File: config.mk
export PLATFORM = sky130hd
export DESIGN_NAME = eeprom_access_ctrl
export DESIGN_NICKNAME = d
export VERILOG_FILES = /design/src/logic/eeprom_access_ctrl.v /design/src/logic/eeprom_store.v
export VERILOG_INCLUDE_DIRS = /design/src /design/src/pkg
export SDC_FILE = /design/constraint.sdc
export NUM_CORES = 2
export LEC_CHECK = 0
export BUFFER_PORTS_ARGS = -buffer_cell sky130_fd_sc_hd__buf_2
export CAP_MARGIN = 10
export CELL_PAD_IN_SITES_DETAIL_PLACEMENT = 1
export CELL_PAD_IN_SITES_GLOBAL_PLACEMENT = 1
export CORE_AREA = 2 2 414 416
export CTS_CLUSTER_DIAMETER = 150
export CTS_CLUSTER_SIZE = 24
export DETAILED_ROUTE_END_ITERATION = 8
export DIE_AREA = 0 0 416 418
export PLACE_DENSITY_LB_ADDON = 0.1
export SYNTH_ARGS = -nofsm -noshare
export SYNTH_HDL_FRONTEND = slang
export SYNTH_SLANG_ARGS = --single-unit
File: constraint.sdc
create_clock -name CLK_I -period 7.8 [get_ports CLK_I]
set_input_delay 0.39 -clock CLK_I [delete_from_list [all_inputs] [get_ports CLK_I]]
set_output_delay 0.39 -clock CLK_I [all_outputs]
set_load 0.01 [all_outputs]
File: src/pkg/eeprom_regs.vh
/*
 * Register offsets, bit positions, key values and timing figures for the
 * data EEPROM access controller.
 * Assumes a 9-bit register address space and a 250 MHz clock.
 */
`ifndef EEPROM_REGS_VH
`define EEPROM_REGS_VH

// ----------------------------------------------------------------------
// Register offsets
// ----------------------------------------------------------------------
`define ADDR_W 9
`define CTRL_OFS 9'h18c
`define UNLOCK_OFS 9'h18d
`define DATA_OFS 9'h10c
`define ADRL_OFS 9'h10d
`define DATH_OFS 9'h10e
`define ADRH_OFS 9'h10f
`define FLAG_OFS 9'h00d

// ----------------------------------------------------------------------
// Control register bits
// ----------------------------------------------------------------------
`define B_PGD 7
`define B_FREE 4
`define B_ERR 3
`define B_WRITE_PERMIT 2
`define B_WR 1
`define B_RD 0

// ----------------------------------------------------------------------
// Flag register bits and field widths
// ----------------------------------------------------------------------
`define B_DONE 4
`define ADRH_W 5
`define DATH_W 6
`define PM_ADDR_W 13
`define PM_DATA_W 14

// ----------------------------------------------------------------------
// Unlock keys and reset values
// ----------------------------------------------------------------------
`define KEY_FIRST 8'h55
`define KEY_SECOND 8'haa
`define BYTE_ZERO 8'h00

// ----------------------------------------------------------------------
// Timing
// ----------------------------------------------------------------------
`define CLK_PERIOD_NS 4
`define WRITE_TIME_NS 4000000
`define DATA_DEPTH 256

`endif

File: src/logic/eeprom_access_ctrl.v
/*
 * Access controller for the on-chip data EEPROM: control register, address
 * and data registers, unlock port, read path, write protection and the
 * completion handshake, plus the program-memory read and row-erase port.
 * Assumes a same-clock program flash that answers PM_RD_O combinationally
 * and pulses PM_DONE_I when a row erase ends; EXT_RESET_I comes from a pin.
 */
`timescale 1ns/10ps
`include "eeprom_regs.vh"

module eeprom_access_ctrl #(
	parameter WRITE_CYCLES = `WRITE_TIME_NS / `CLK_PERIOD_NS,
	parameter DEPTH = `DATA_DEPTH
) (
	// Clock, reset and enable
	input wire CLK_I,
	input wire RST_I,
	input wire CE_I,
	// Warm resets
	input wire EXT_RESET_I,
	input wire WDT_RESET_I,
	// Register port
	input wire [`ADDR_W-1:0] ADDR_I,
	input wire [7:0] WDATA_I,
	input wire WR_I,
	input wire RD_I,
	output reg [7:0] RDATA_O,
	// Program memory port
	output wire [`PM_ADDR_W-1:0] PM_ADDR_O,
	output wire PM_RD_O,
	input wire [`PM_DATA_W-1:0] PM_RDATA_I,
	output reg PM_ERASE_O,
	input wire PM_DONE_I,
	// Status
	output wire STORE_DONE_O,
	output wire BUSY_O
);

	// ------------------------------------------------------------------
	// Unlock sequence states
	// ------------------------------------------------------------------
	localparam [1:0] UL_IDLE = 2'b00;
	localparam [1:0] UL_FIRST = 2'b01;
	localparam [1:0] UL_ARMED = 2'b10;

	// ------------------------------------------------------------------
	// Declarations
	// ------------------------------------------------------------------
	reg ext_meta_ff;
	reg ext_sync_ff;
	reg space_sel_ff;
	reg row_erase_ff;
	reg abort_flag_ff;
	reg permit_ff;
	reg commit_ff;
	reg read_start_ff;
	reg erase_act_ff;
	reg done_flag_ff;
	reg [1:0] unlock_st_ff;
	reg [1:0] nxt_unlock_st;
	reg [7:0] addr_low_ff;
	reg [`ADRH_W-1:0] addr_high_ff;
	reg [7:0] data_low_ff;
	reg [`DATH_W-1:0] data_high_ff;
	reg [7:0] rd_mux;

	wire warm_rst;
	wire wr_ctrl;
	wire wr_unlock;
	wire commit_ok;
	wire start_data;
	wire start_erase;
	wire read_go;
	wire store_busy;
	wire store_done;
	wire erase_done;
	wire op_done;
	wire [7:0] store_q;
	wire [7:0] ctrl_val;

	// ------------------------------------------------------------------
	// External master reset synchroniser
	// ------------------------------------------------------------------
	always @(posedge CLK_I) begin
		if (RST_I) begin
			ext_meta_ff <= 1'b0;
			ext_sync_ff <= 1'b0;
		end else if (CE_I) begin
			ext_meta_ff <= EXT_RESET_I;
			ext_sync_ff <= ext_meta_ff;
		end
	end

	assign warm_rst = ext_sync_ff | WDT_RESET_I;

	// ------------------------------------------------------------------
	// Bus decode
	// ------------------------------------------------------------------
	assign wr_ctrl = WR_I && (ADDR_I == `CTRL_OFS);
	assign wr_unlock = WR_I && (ADDR_I == `UNLOCK_OFS);

	// The permit bit is sampled before this write updates it, and the
	// unlock sequence must be armed by the two directly preceding writes.
	assign commit_ok = wr_ctrl && WDATA_I[`B_WR] && permit_ff && !commit_ff && !warm_rst && (unlock_st_ff == UL_ARMED);

	// The target space is the one written in the same cycle as the commit.
	assign start_data = commit_ok && !WDATA_I[`B_PGD];
	assign start_erase = commit_ok && WDATA_I[`B_PGD] && WDATA_I[`B_FREE];

	assign read_go = wr_ctrl && WDATA_I[`B_RD] && !commit_ff && !read_start_ff && !warm_rst;

	// ------------------------------------------------------------------
	// Unlock sequence tracker
	// ------------------------------------------------------------------
	always @* begin
		nxt_unlock_st = unlock_st_ff;
		if (WR_I) begin
			if (wr_unlock && WDATA_I == `KEY_FIRST) begin
				nxt_unlock_st = UL_FIRST;
			end else if (wr_unlock && WDATA_I == `KEY_SECOND && unlock_st_ff == UL_FIRST) begin
				nxt_unlock_st = UL_ARMED;
			end else begin
				// Any other write, including the commit itself, disarms.
				nxt_unlock_st = UL_IDLE;
			end
		end
	end

	always @(posedge CLK_I) begin
		if (RST_I) begin
			unlock_st_ff <= UL_IDLE;
		end else if (CE_I) begin
			if (warm_rst) begin
				unlock_st_ff <= UL_IDLE;
			end else begin
				case (unlock_st_ff)
					UL_IDLE: unlock_st_ff <= nxt_unlock_st;
					UL_FIRST: unlock_st_ff <= nxt_unlock_st;
					UL_ARMED: unlock_st_ff <= nxt_unlock_st;
					default: unlock_st_ff <= UL_IDLE;
				endcase
			end
		end
	end

	// ------------------------------------------------------------------
	// Control register
	// ------------------------------------------------------------------
	always @(posedge CLK_I) begin
		if (RST_I) begin
			space_sel_ff <= 1'b0;
			row_erase_ff <= 1'b0;
			abort_flag_ff <= 1'b0;
			permit_ff <= 1'b0;
			commit_ff <= 1'b0;
			read_start_ff <= 1'b0;
		end else if (CE_I) begin
			if (warm_rst) begin
				// A warm reset ends any operation; address and data stay.
				space_sel_ff <= 1'b0;
				permit_ff <= 1'b0;
				commit_ff <= 1'b0;
				read_start_ff <= 1'b0;
				if (commit_ff) begin
					abort_flag_ff <= 1'b1;
				end
			end else begin
				if (wr_ctrl) begin
					if (!commit_ff) begin
						space_sel_ff <= WDATA_I[`B_PGD];
					end
					row_erase_ff <= WDATA_I[`B_FREE];
					abort_flag_ff <= WDATA_I[`B_ERR];
					// Only software and a warm reset move the permit bit; a running write
					// does not look at it again.
					permit_ff <= WDATA_I[`B_WRITE_PERMIT];
				end
				if (start_data || start_erase) begin
					commit_ff <= 1'b1;
				end else if (op_done) begin
					commit_ff <= 1'b0;
				end
				if (read_go) begin
					read_start_ff <= 1'b1;
				end else if (read_start_ff) begin
					read_start_ff <= 1'b0;
				end
			end
		end
	end

	// ------------------------------------------------------------------
	// Address registers
	// ------------------------------------------------------------------
	always @(posedge CLK_I) begin
		if (RST_I) begin
			addr_low_ff <= `BYTE_ZERO;
			addr_high_ff <= {`ADRH_W{1'b0}};
		end else if (CE_I) begin
			if (WR_I && ADDR_I == `ADRL_OFS) begin
				addr_low_ff <= WDATA_I;
			end
			if (WR_I && ADDR_I == `ADRH_OFS) begin
				addr_high_ff <= WDATA_I[`ADRH_W-1:0];
			end
		end
	end

	// ------------------------------------------------------------------
	// Data registers
	// ------------------------------------------------------------------
	always @(posedge CLK_I) begin
		if (RST_I) begin
			data_low_ff <= `BYTE_ZERO;
			data_high_ff <= {`DATH_W{1'b0}};
		end else if (CE_I) begin
			if (read_start_ff) begin
				if (space_sel_ff) begin
					data_low_ff <= PM_RDATA_I[7:0];
					data_high_ff <= PM_RDATA_I[`PM_DATA_W-1:8];
				end else begin
					data_low_ff <= store_q;
				end
			end else begin
				if (WR_I && ADDR_I == `DATA_OFS) begin
					data_low_ff <= WDATA_I;
				end
				if (WR_I && ADDR_I == `DATH_OFS) begin
					data_high_ff <= WDATA_I[`DATH_W-1:0];
				end
			end
		end
	end

	// ------------------------------------------------------------------
	// Program memory port
	// ------------------------------------------------------------------
	assign PM_ADDR_O = {addr_high_ff, addr_low_ff};
	assign PM_RD_O = read_start_ff && space_sel_ff;

	always @(posedge CLK_I) begin
		if (RST_I) begin
			PM_ERASE_O <= 1'b0;
			erase_act_ff <= 1'b0;
		end else if (CE_I) begin
			PM_ERASE_O <= start_erase;
			if (start_erase) begin
				erase_act_ff <= 1'b1;
			end else if (PM_DONE_I || warm_rst) begin
				erase_act_ff <= 1'b0;
			end
		end
	end

	assign erase_done = erase_act_ff && PM_DONE_I && !warm_rst;

	// ------------------------------------------------------------------
	// Data array and write timer
	// ------------------------------------------------------------------
	eeprom_store #(
		.WRITE_CYCLES(WRITE_CYCLES),
		.DEPTH(DEPTH)
	) u_store (
		.clk_i(CLK_I),
		.rst_i(RST_I),
		.ce_i(CE_I),
		.start_i(start_data),
		.abort_i(warm_rst),
		.wr_addr_i(addr_low_ff),
		.wr_data_i(data_low_ff),
		.rd_addr_i(addr_low_ff),
		.rd_data_o(store_q),
		.busy_o(store_busy),
		.done_o(store_done)
	);

	assign op_done = store_done || erase_done;

	// ------------------------------------------------------------------
	// Completion flag
	// ------------------------------------------------------------------
	always @(posedge CLK_I) begin
		if (RST_I) begin
			done_flag_ff <= 1'b0;
		end else if (CE_I) begin
			// A completion in the same cycle as a software clear wins.
			if (op_done) begin
				done_flag_ff <= 1'b1;
			end else if (WR_I && ADDR_I == `FLAG_OFS) begin
				done_flag_ff <= WDATA_I[`B_DONE];
			end
		end
	end

	assign STORE_DONE_O = done_flag_ff;
	assign BUSY_O = commit_ff | store_busy | erase_act_ff;

	// ------------------------------------------------------------------
	// Read-back
	// ------------------------------------------------------------------
	assign ctrl_val = {space_sel_ff, 2'b00, row_erase_ff, abort_flag_ff, permit_ff, commit_ff, read_start_ff};

	always @* begin
		rd_mux = `BYTE_ZERO;
		case (ADDR_I)
			`CTRL_OFS: rd_mux = ctrl_val;
			`UNLOCK_OFS: rd_mux = `BYTE_ZERO;
			`DATA_OFS: rd_mux = data_low_ff;
			`DATH_OFS: rd_mux = {{(8-`DATH_W){1'b0}}, data_high_ff};
			`ADRL_OFS: rd_mux = addr_low_ff;
			`ADRH_OFS: rd_mux = {{(8-`ADRH_W){1'b0}}, addr_high_ff};
			`FLAG_OFS: rd_mux = {{(7-`B_DONE){1'b0}}, done_flag_ff, {`B_DONE{1'b0}}};
			default: rd_mux = `BYTE_ZERO;
		endcase
	end

	// Read data stand only in the cycle after the strobe.
	always @(posedge CLK_I) begin
		if (RST_I) begin
			RDATA_O <= `BYTE_ZERO;
		end else if (CE_I) begin
			if (RD_I) begin
				RDATA_O <= rd_mux;
			end else begin
				RDATA_O <= `BYTE_ZERO;
			end
		end
	end

endmodule // eeprom_access_ctrl

File: src/logic/eeprom_store.v
/*
 * Byte-wide data EEPROM array with its write timer.
 * Assumes start_i is a one-cycle pulse given only while busy_o is low.
 */
`timescale 1ns/10ps
`include "eeprom_regs.vh"

module eeprom_store #(
	parameter WRITE_CYCLES = `WRITE_TIME_NS / `CLK_PERIOD_NS,
	parameter DEPTH = `DATA_DEPTH
) (
	// Clock, reset, enable
	input wire clk_i,
	input wire rst_i,
	input wire ce_i,
	// Write request
	input wire start_i,
	input wire abort_i,
	input wire [7:0] wr_addr_i,
	input wire [7:0] wr_data_i,
	// Read port
	input wire [7:0] rd_addr_i,
	output wire [7:0] rd_data_o,
	// Status
	output wire busy_o,
	output reg done_o
);

	localparam CW = $clog2(WRITE_CYCLES + 1);
	localparam integer LAST_N = WRITE_CYCLES - 1;
	localparam integer DEPTH_N = DEPTH;
	localparam [CW-1:0] LAST = LAST_N[CW-1:0];
	localparam [CW-1:0] CNT_ZERO = {CW{1'b0}};
	localparam [8:0] DEPTH_9 = DEPTH_N[8:0];

	reg [7:0] mem [0:DEPTH-1];
	reg busy_ff;
	reg [CW-1:0] cnt_ff;
	reg [7:0] addr_ff;
	reg [7:0] data_ff;

	// Unimplemented locations read as zero.
	assign rd_data_o = ({1'b0, rd_addr_i} < DEPTH_9) ? mem[rd_addr_i] : `BYTE_ZERO;
	assign busy_o = busy_ff;

	// ------------------------------------------------------------------
	// Write timer; the cell is only changed when the timer expires, so an
	// aborted write leaves the old byte in place.
	// ------------------------------------------------------------------
	always @(posedge clk_i) begin
		if (rst_i) begin
			busy_ff <= 1'b0;
			cnt_ff <= CNT_ZERO;
			addr_ff <= `BYTE_ZERO;
			data_ff <= `BYTE_ZERO;
			done_o <= 1'b0;
		end else if (ce_i) begin
			done_o <= 1'b0;
			if (abort_i) begin
				busy_ff <= 1'b0;
				cnt_ff <= CNT_ZERO;
			end else if (start_i && !busy_ff) begin
				busy_ff <= 1'b1;
				cnt_ff <= CNT_ZERO;
				addr_ff <= wr_addr_i;
				data_ff <= wr_data_i;
			end else if (busy_ff) begin
				if (cnt_ff == LAST) begin
					busy_ff <= 1'b0;
					done_o <= 1'b1;
				end else begin
					cnt_ff <= cnt_ff + 1'b1;
				end
			end
		end
	end

	// Writes to unimplemented locations complete without storing.
	always @(posedge clk_i) begin
		if (ce_i && !abort_i && busy_ff && cnt_ff == LAST && {1'b0, addr_ff} < DEPTH_9) begin
			mem[addr_ff] <= data_ff;
		end
	end

endmodule // eeprom_store

==> results.toml <==
[clocking]
cts-buffers-inserted = 99
cts-root-buf = "clkbuf_16"
cts_setup_buffers = 0
cts_tree = "yes"
clockBufferDepth = 3
cts.hold.buffers_added = 11
clk_latency_ps = 760
clkSlewWorstSetupHoldPaths_ps = 100
htreeDepth = 3
ctsResizeCount = 0
clock_sinks = 2142

[place]
dp_cells = 6338
hpwl_mm = 134.3
io_buffers = 63
place_congestion = 0.8136

[cells_and_area]
seq_area_um2 = 63430
stdcell_count = 6483
multiInputGateArea_um2 = 19060
area_growth_pct = 5.969
n_antenna_cell = 0
drive_gt1_share_pct = 18.24
nFillCells = 14710
fin_nets = 4272
fin_util_pct = 52.69

[sta]
finalCritPeriodShare_pct = 61.44
fin_worst_skew_ps = 36.28
rsz0062_at_grt = "no"
hold_ws_ps = 64.11
worst_slew_pin_slew_ps = 1258
hold_violations = 0
setup_viol = 0
tns_ps = 0
slew_headroom_pct = 14.96
fmax_mhz = 208.7
final.min_clock_period_ps = 4792
drv_slew = 0

[logic_synthesis]
synthesis.nets = 4288
async_flop_share_pct = 0
synthDistinctLibCells = 79
ys_seq_area_share_pct = 75.38
yosysWarnings = 0
ys_seq_elements = 2142
synth-main-ff-cell = "edfxtp_1"
syn_avg_cell_area_um2 = 19.79
synthCells = 4248
netlist_area_um2 = 84080
synth-edff-count = 2048

[drt]
routed_wl_mm = 223.8
route.detailed.wl_per_inst_um = 34.52
drc = 0
dr.pass1.iters = 6
via_count = 41860
ant_nets = 0
drtIter0Drc = 4996
viasPerCell = 6.457

[worst_setup_path]
slowest_stage = "nor4b_2"
slowest_delay_ps = 950
crit_path_end_kind = "register"
crit_fanout = 16
start_kind = "register"
arrival_ps = 5170
path_buf_inv = 0
timing_worst_setup_path_type = "register to register"
crit_chain = "ha_1, and3_1, nand3_1, nor2_1, nor4b_2, nand3_1, nor2_1"
required_ps = 8170
crit_family = "simple AND/OR/NAND/NOR gates"

[floorplan]
dieWidth_um = 416
rows = 151
die-area_um2 = 173900
die_h_um = 418
core_um2 = 169100
design.portCount = 64
start_util_pct = 49.72

[pwr]
power_switching_mw = 3.491
comb_power_share_pct = 0.3
ir_worst_vdd_uv = 216.6
p_per_area_nw_per_um2 = 205.0
finalPower_mw = 18.27
power_frac_seq_pct = 67.7
power.internal_mw = 14.78
clkPwrFrac_pct = 31.9
leakagePower_nw = 30.98
switching_share_pct = 19.11

[grt]
globalRouteOverflowTotal = 0
grt_pass1_vias = 42770
track_usage_pct = 25.85
grt_max_degree = 195
grt_pass1_wl_mm = 322.7
antenna_found_initial = 12

[flow_run]
cap_violations = 0

[outcome]
outcome = "finished clean"

[min_path]
hold_path_class = "primary input to register"
-- through the flow --
stage                     cell area, µm²  worst slack (ps)
after floorplan                    84080              3547
after global placement             86310              3157
after detailed placement           86310              3019
after CTS                          89100              3008
after global routing               89100              2728
final                              89100              3008
-- per-layer routing --
layer	vias up	share of wire (%)	GRT usage [%]
met1	22810	44	39.38
met4	0	1.9	5.510
met2	1528	47	40.42
met3	197	6.8	3.294
li1	17330	-	-
met5	-	0	0
-- flip-flops by register name (all words and copies together), names as in the netlist, 2 cells and up, named ones only --
| signal | cells |
|---|---|
| addr_low_ff | 8 |
| u_store.cnt_ff | 20 |
| u_store.addr_ff | 8 |
| u_store.data_ff | 8 |
| unlock_st_ff | 2 |
| data_high_ff | 6 |
| addr_high_ff | 5 |
| data_low_ff | 8 |
| u_store.mem | 2048 |
| RDATA_O | 8 |
-- power groups by stage --
stage,clock [mW],sequential [mW],combinational [mW]
global placement,0,12.6,0.0572
global route,6.28,12.4,0.0669
finish,5.83,12.4,0.0625
floorplan,0,12.6,0.0296
CTS,5.95,12.4,0.0623
detailed placement,0,12.6,0.0576
-- worst paths after layout --
check | startpoint | endpoint | slack (ps) | depth (start not counted)
min reg2reg | u_store.done_o$_SDFFE_PP0P_ | u_store.done_o$_SDFFE_PP0P_ | 470 | 2
max reg2reg | u_store.cnt_ff[0]$_SDFFE_PP0P_ | u_store.mem[56][7]$_DFFE_PP_ | 3010 | 7
min | ADDR_I[8] | STORE_DONE_O$_SDFFE_PP0P_ | 60 | 3
max | u_store.cnt_ff[0]$_SDFFE_PP0P_ | u_store.mem[56][7]$_DFFE_PP_ | 3010 | 7
-- placed cells by master, fill, tap and decap left out, drive strengths merged, types with 6 or more instances in the layout --
| cell type | instances |
|---|---|
| a211o | 6 |
| a211oi | 24 |
| a21oi | 102 |
| a221o | 7 |
| a221oi | 29 |
| a22o | 27 |
| a22oi | 104 |
| a311oi | 19 |
| a31o | 10 |
| a31oi | 18 |
| and2 | 15 |
| and3 | 10 |
| buf | 132 |
| clkbuf | 130 |
| dfxtp | 94 |
| dlygate4sd3 | 11 |
| edfxtp | 2048 |
| inv | 15 |
| mux2 | 26 |
| mux2i | 177 |
| mux4 | 459 |
| nand2 | 157 |
| nand3 | 54 |
| nand3b | 8 |
| nand4 | 20 |
| nor2 | 341 |
| nor2b | 23 |
| nor3 | 14 |
| nor4 | 10 |
| nor4b | 10 |
| o2111ai | 14 |
| o211ai | 9 |
| o21ai | 20 |
| o22a | 8 |
| o22ai | 37 |
| or2 | 12 |
| or3 | 9 |
| or4 | 6 |
-- synthesized netlist by cell type, types with 7 or more instances --
library cell	number	area, µm²
nand2_1	156	585.6
o211ai_1	9	67.56
mux4_2	452	10180
nor4_1	7	43.79
mux2_2	26	292.8
inv_1	11	41.29
nor2_1	339	1272
a31o_2	10	87.58
nand3b_1	8	60.06
clkbuf_1	89	334.1
nand4_1	20	125.1
nand3_1	54	270.3
o21ai_0	20	100.1
a22oi_1	104	780.8
buf_8	7	105.1
o2111ai_1	14	122.6
edfxtp_1	2048	61500
mux2i_1	177	1772
or3_1	9	56.30
buf_1	12	45.04
a221o_1	7	70.07
dfxtp_1	94	1882
nor3_1	13	65.06
and3_1	10	62.56
a311oi_1	18	157.7
a31oi_1	18	112.6
or2_2	11	68.82
buf_4	42	315.3
a211oi_1	24	180.2
buf_2	67	335.3
a21oi_1	102	510.5
and2_1	15	93.84
a22o_1	27	236.5
mux4_1	7	183.9
a221oi_1	29	254.0
o22a_1	8	70.07
nor4b_1	8	70.07
nor2b_1	23	143.9
buf_6	34	382.9
o22ai_1	37	231.5
-- kinds of logic (layout without fill, tap and decap cells) --
| logic type | after synthesis | after routing | share of synthesized area, % |
|---|---|---|---|
| flip-flops | 2142 | 2142 | 75.38 |
| AND/OR/NAND/NOR | 719 | 719 | 3.973 |
| multiplexers | 662 | 662 | 14.78 |
| AO/OA/AOI/OAI | 451 | 451 | 3.808 |
| buffers and inverters | 273 | 290 | 2.039 |
| adder cells (fa/ha/maj) | 1 | 1 | 0.01488 |
-- worst min-delay path: stages --
cell and delay, ps:
buf_2 160, nor4_1 80, nor3_1 150
-- final cells by class --
class | count | share of cell area (%)
sequential | 2142 | 71.19
multi-input combinational | 1833 | 21.40
tap | 2218 | 3.115
clock buffer | 130 | 2.959
timing repair buffer | 143 | 1.241
inverter | 13 | 0.05477
clock inverter | 4 | 0.04213
No activity file was read; power rests on OpenSTA's default activity.
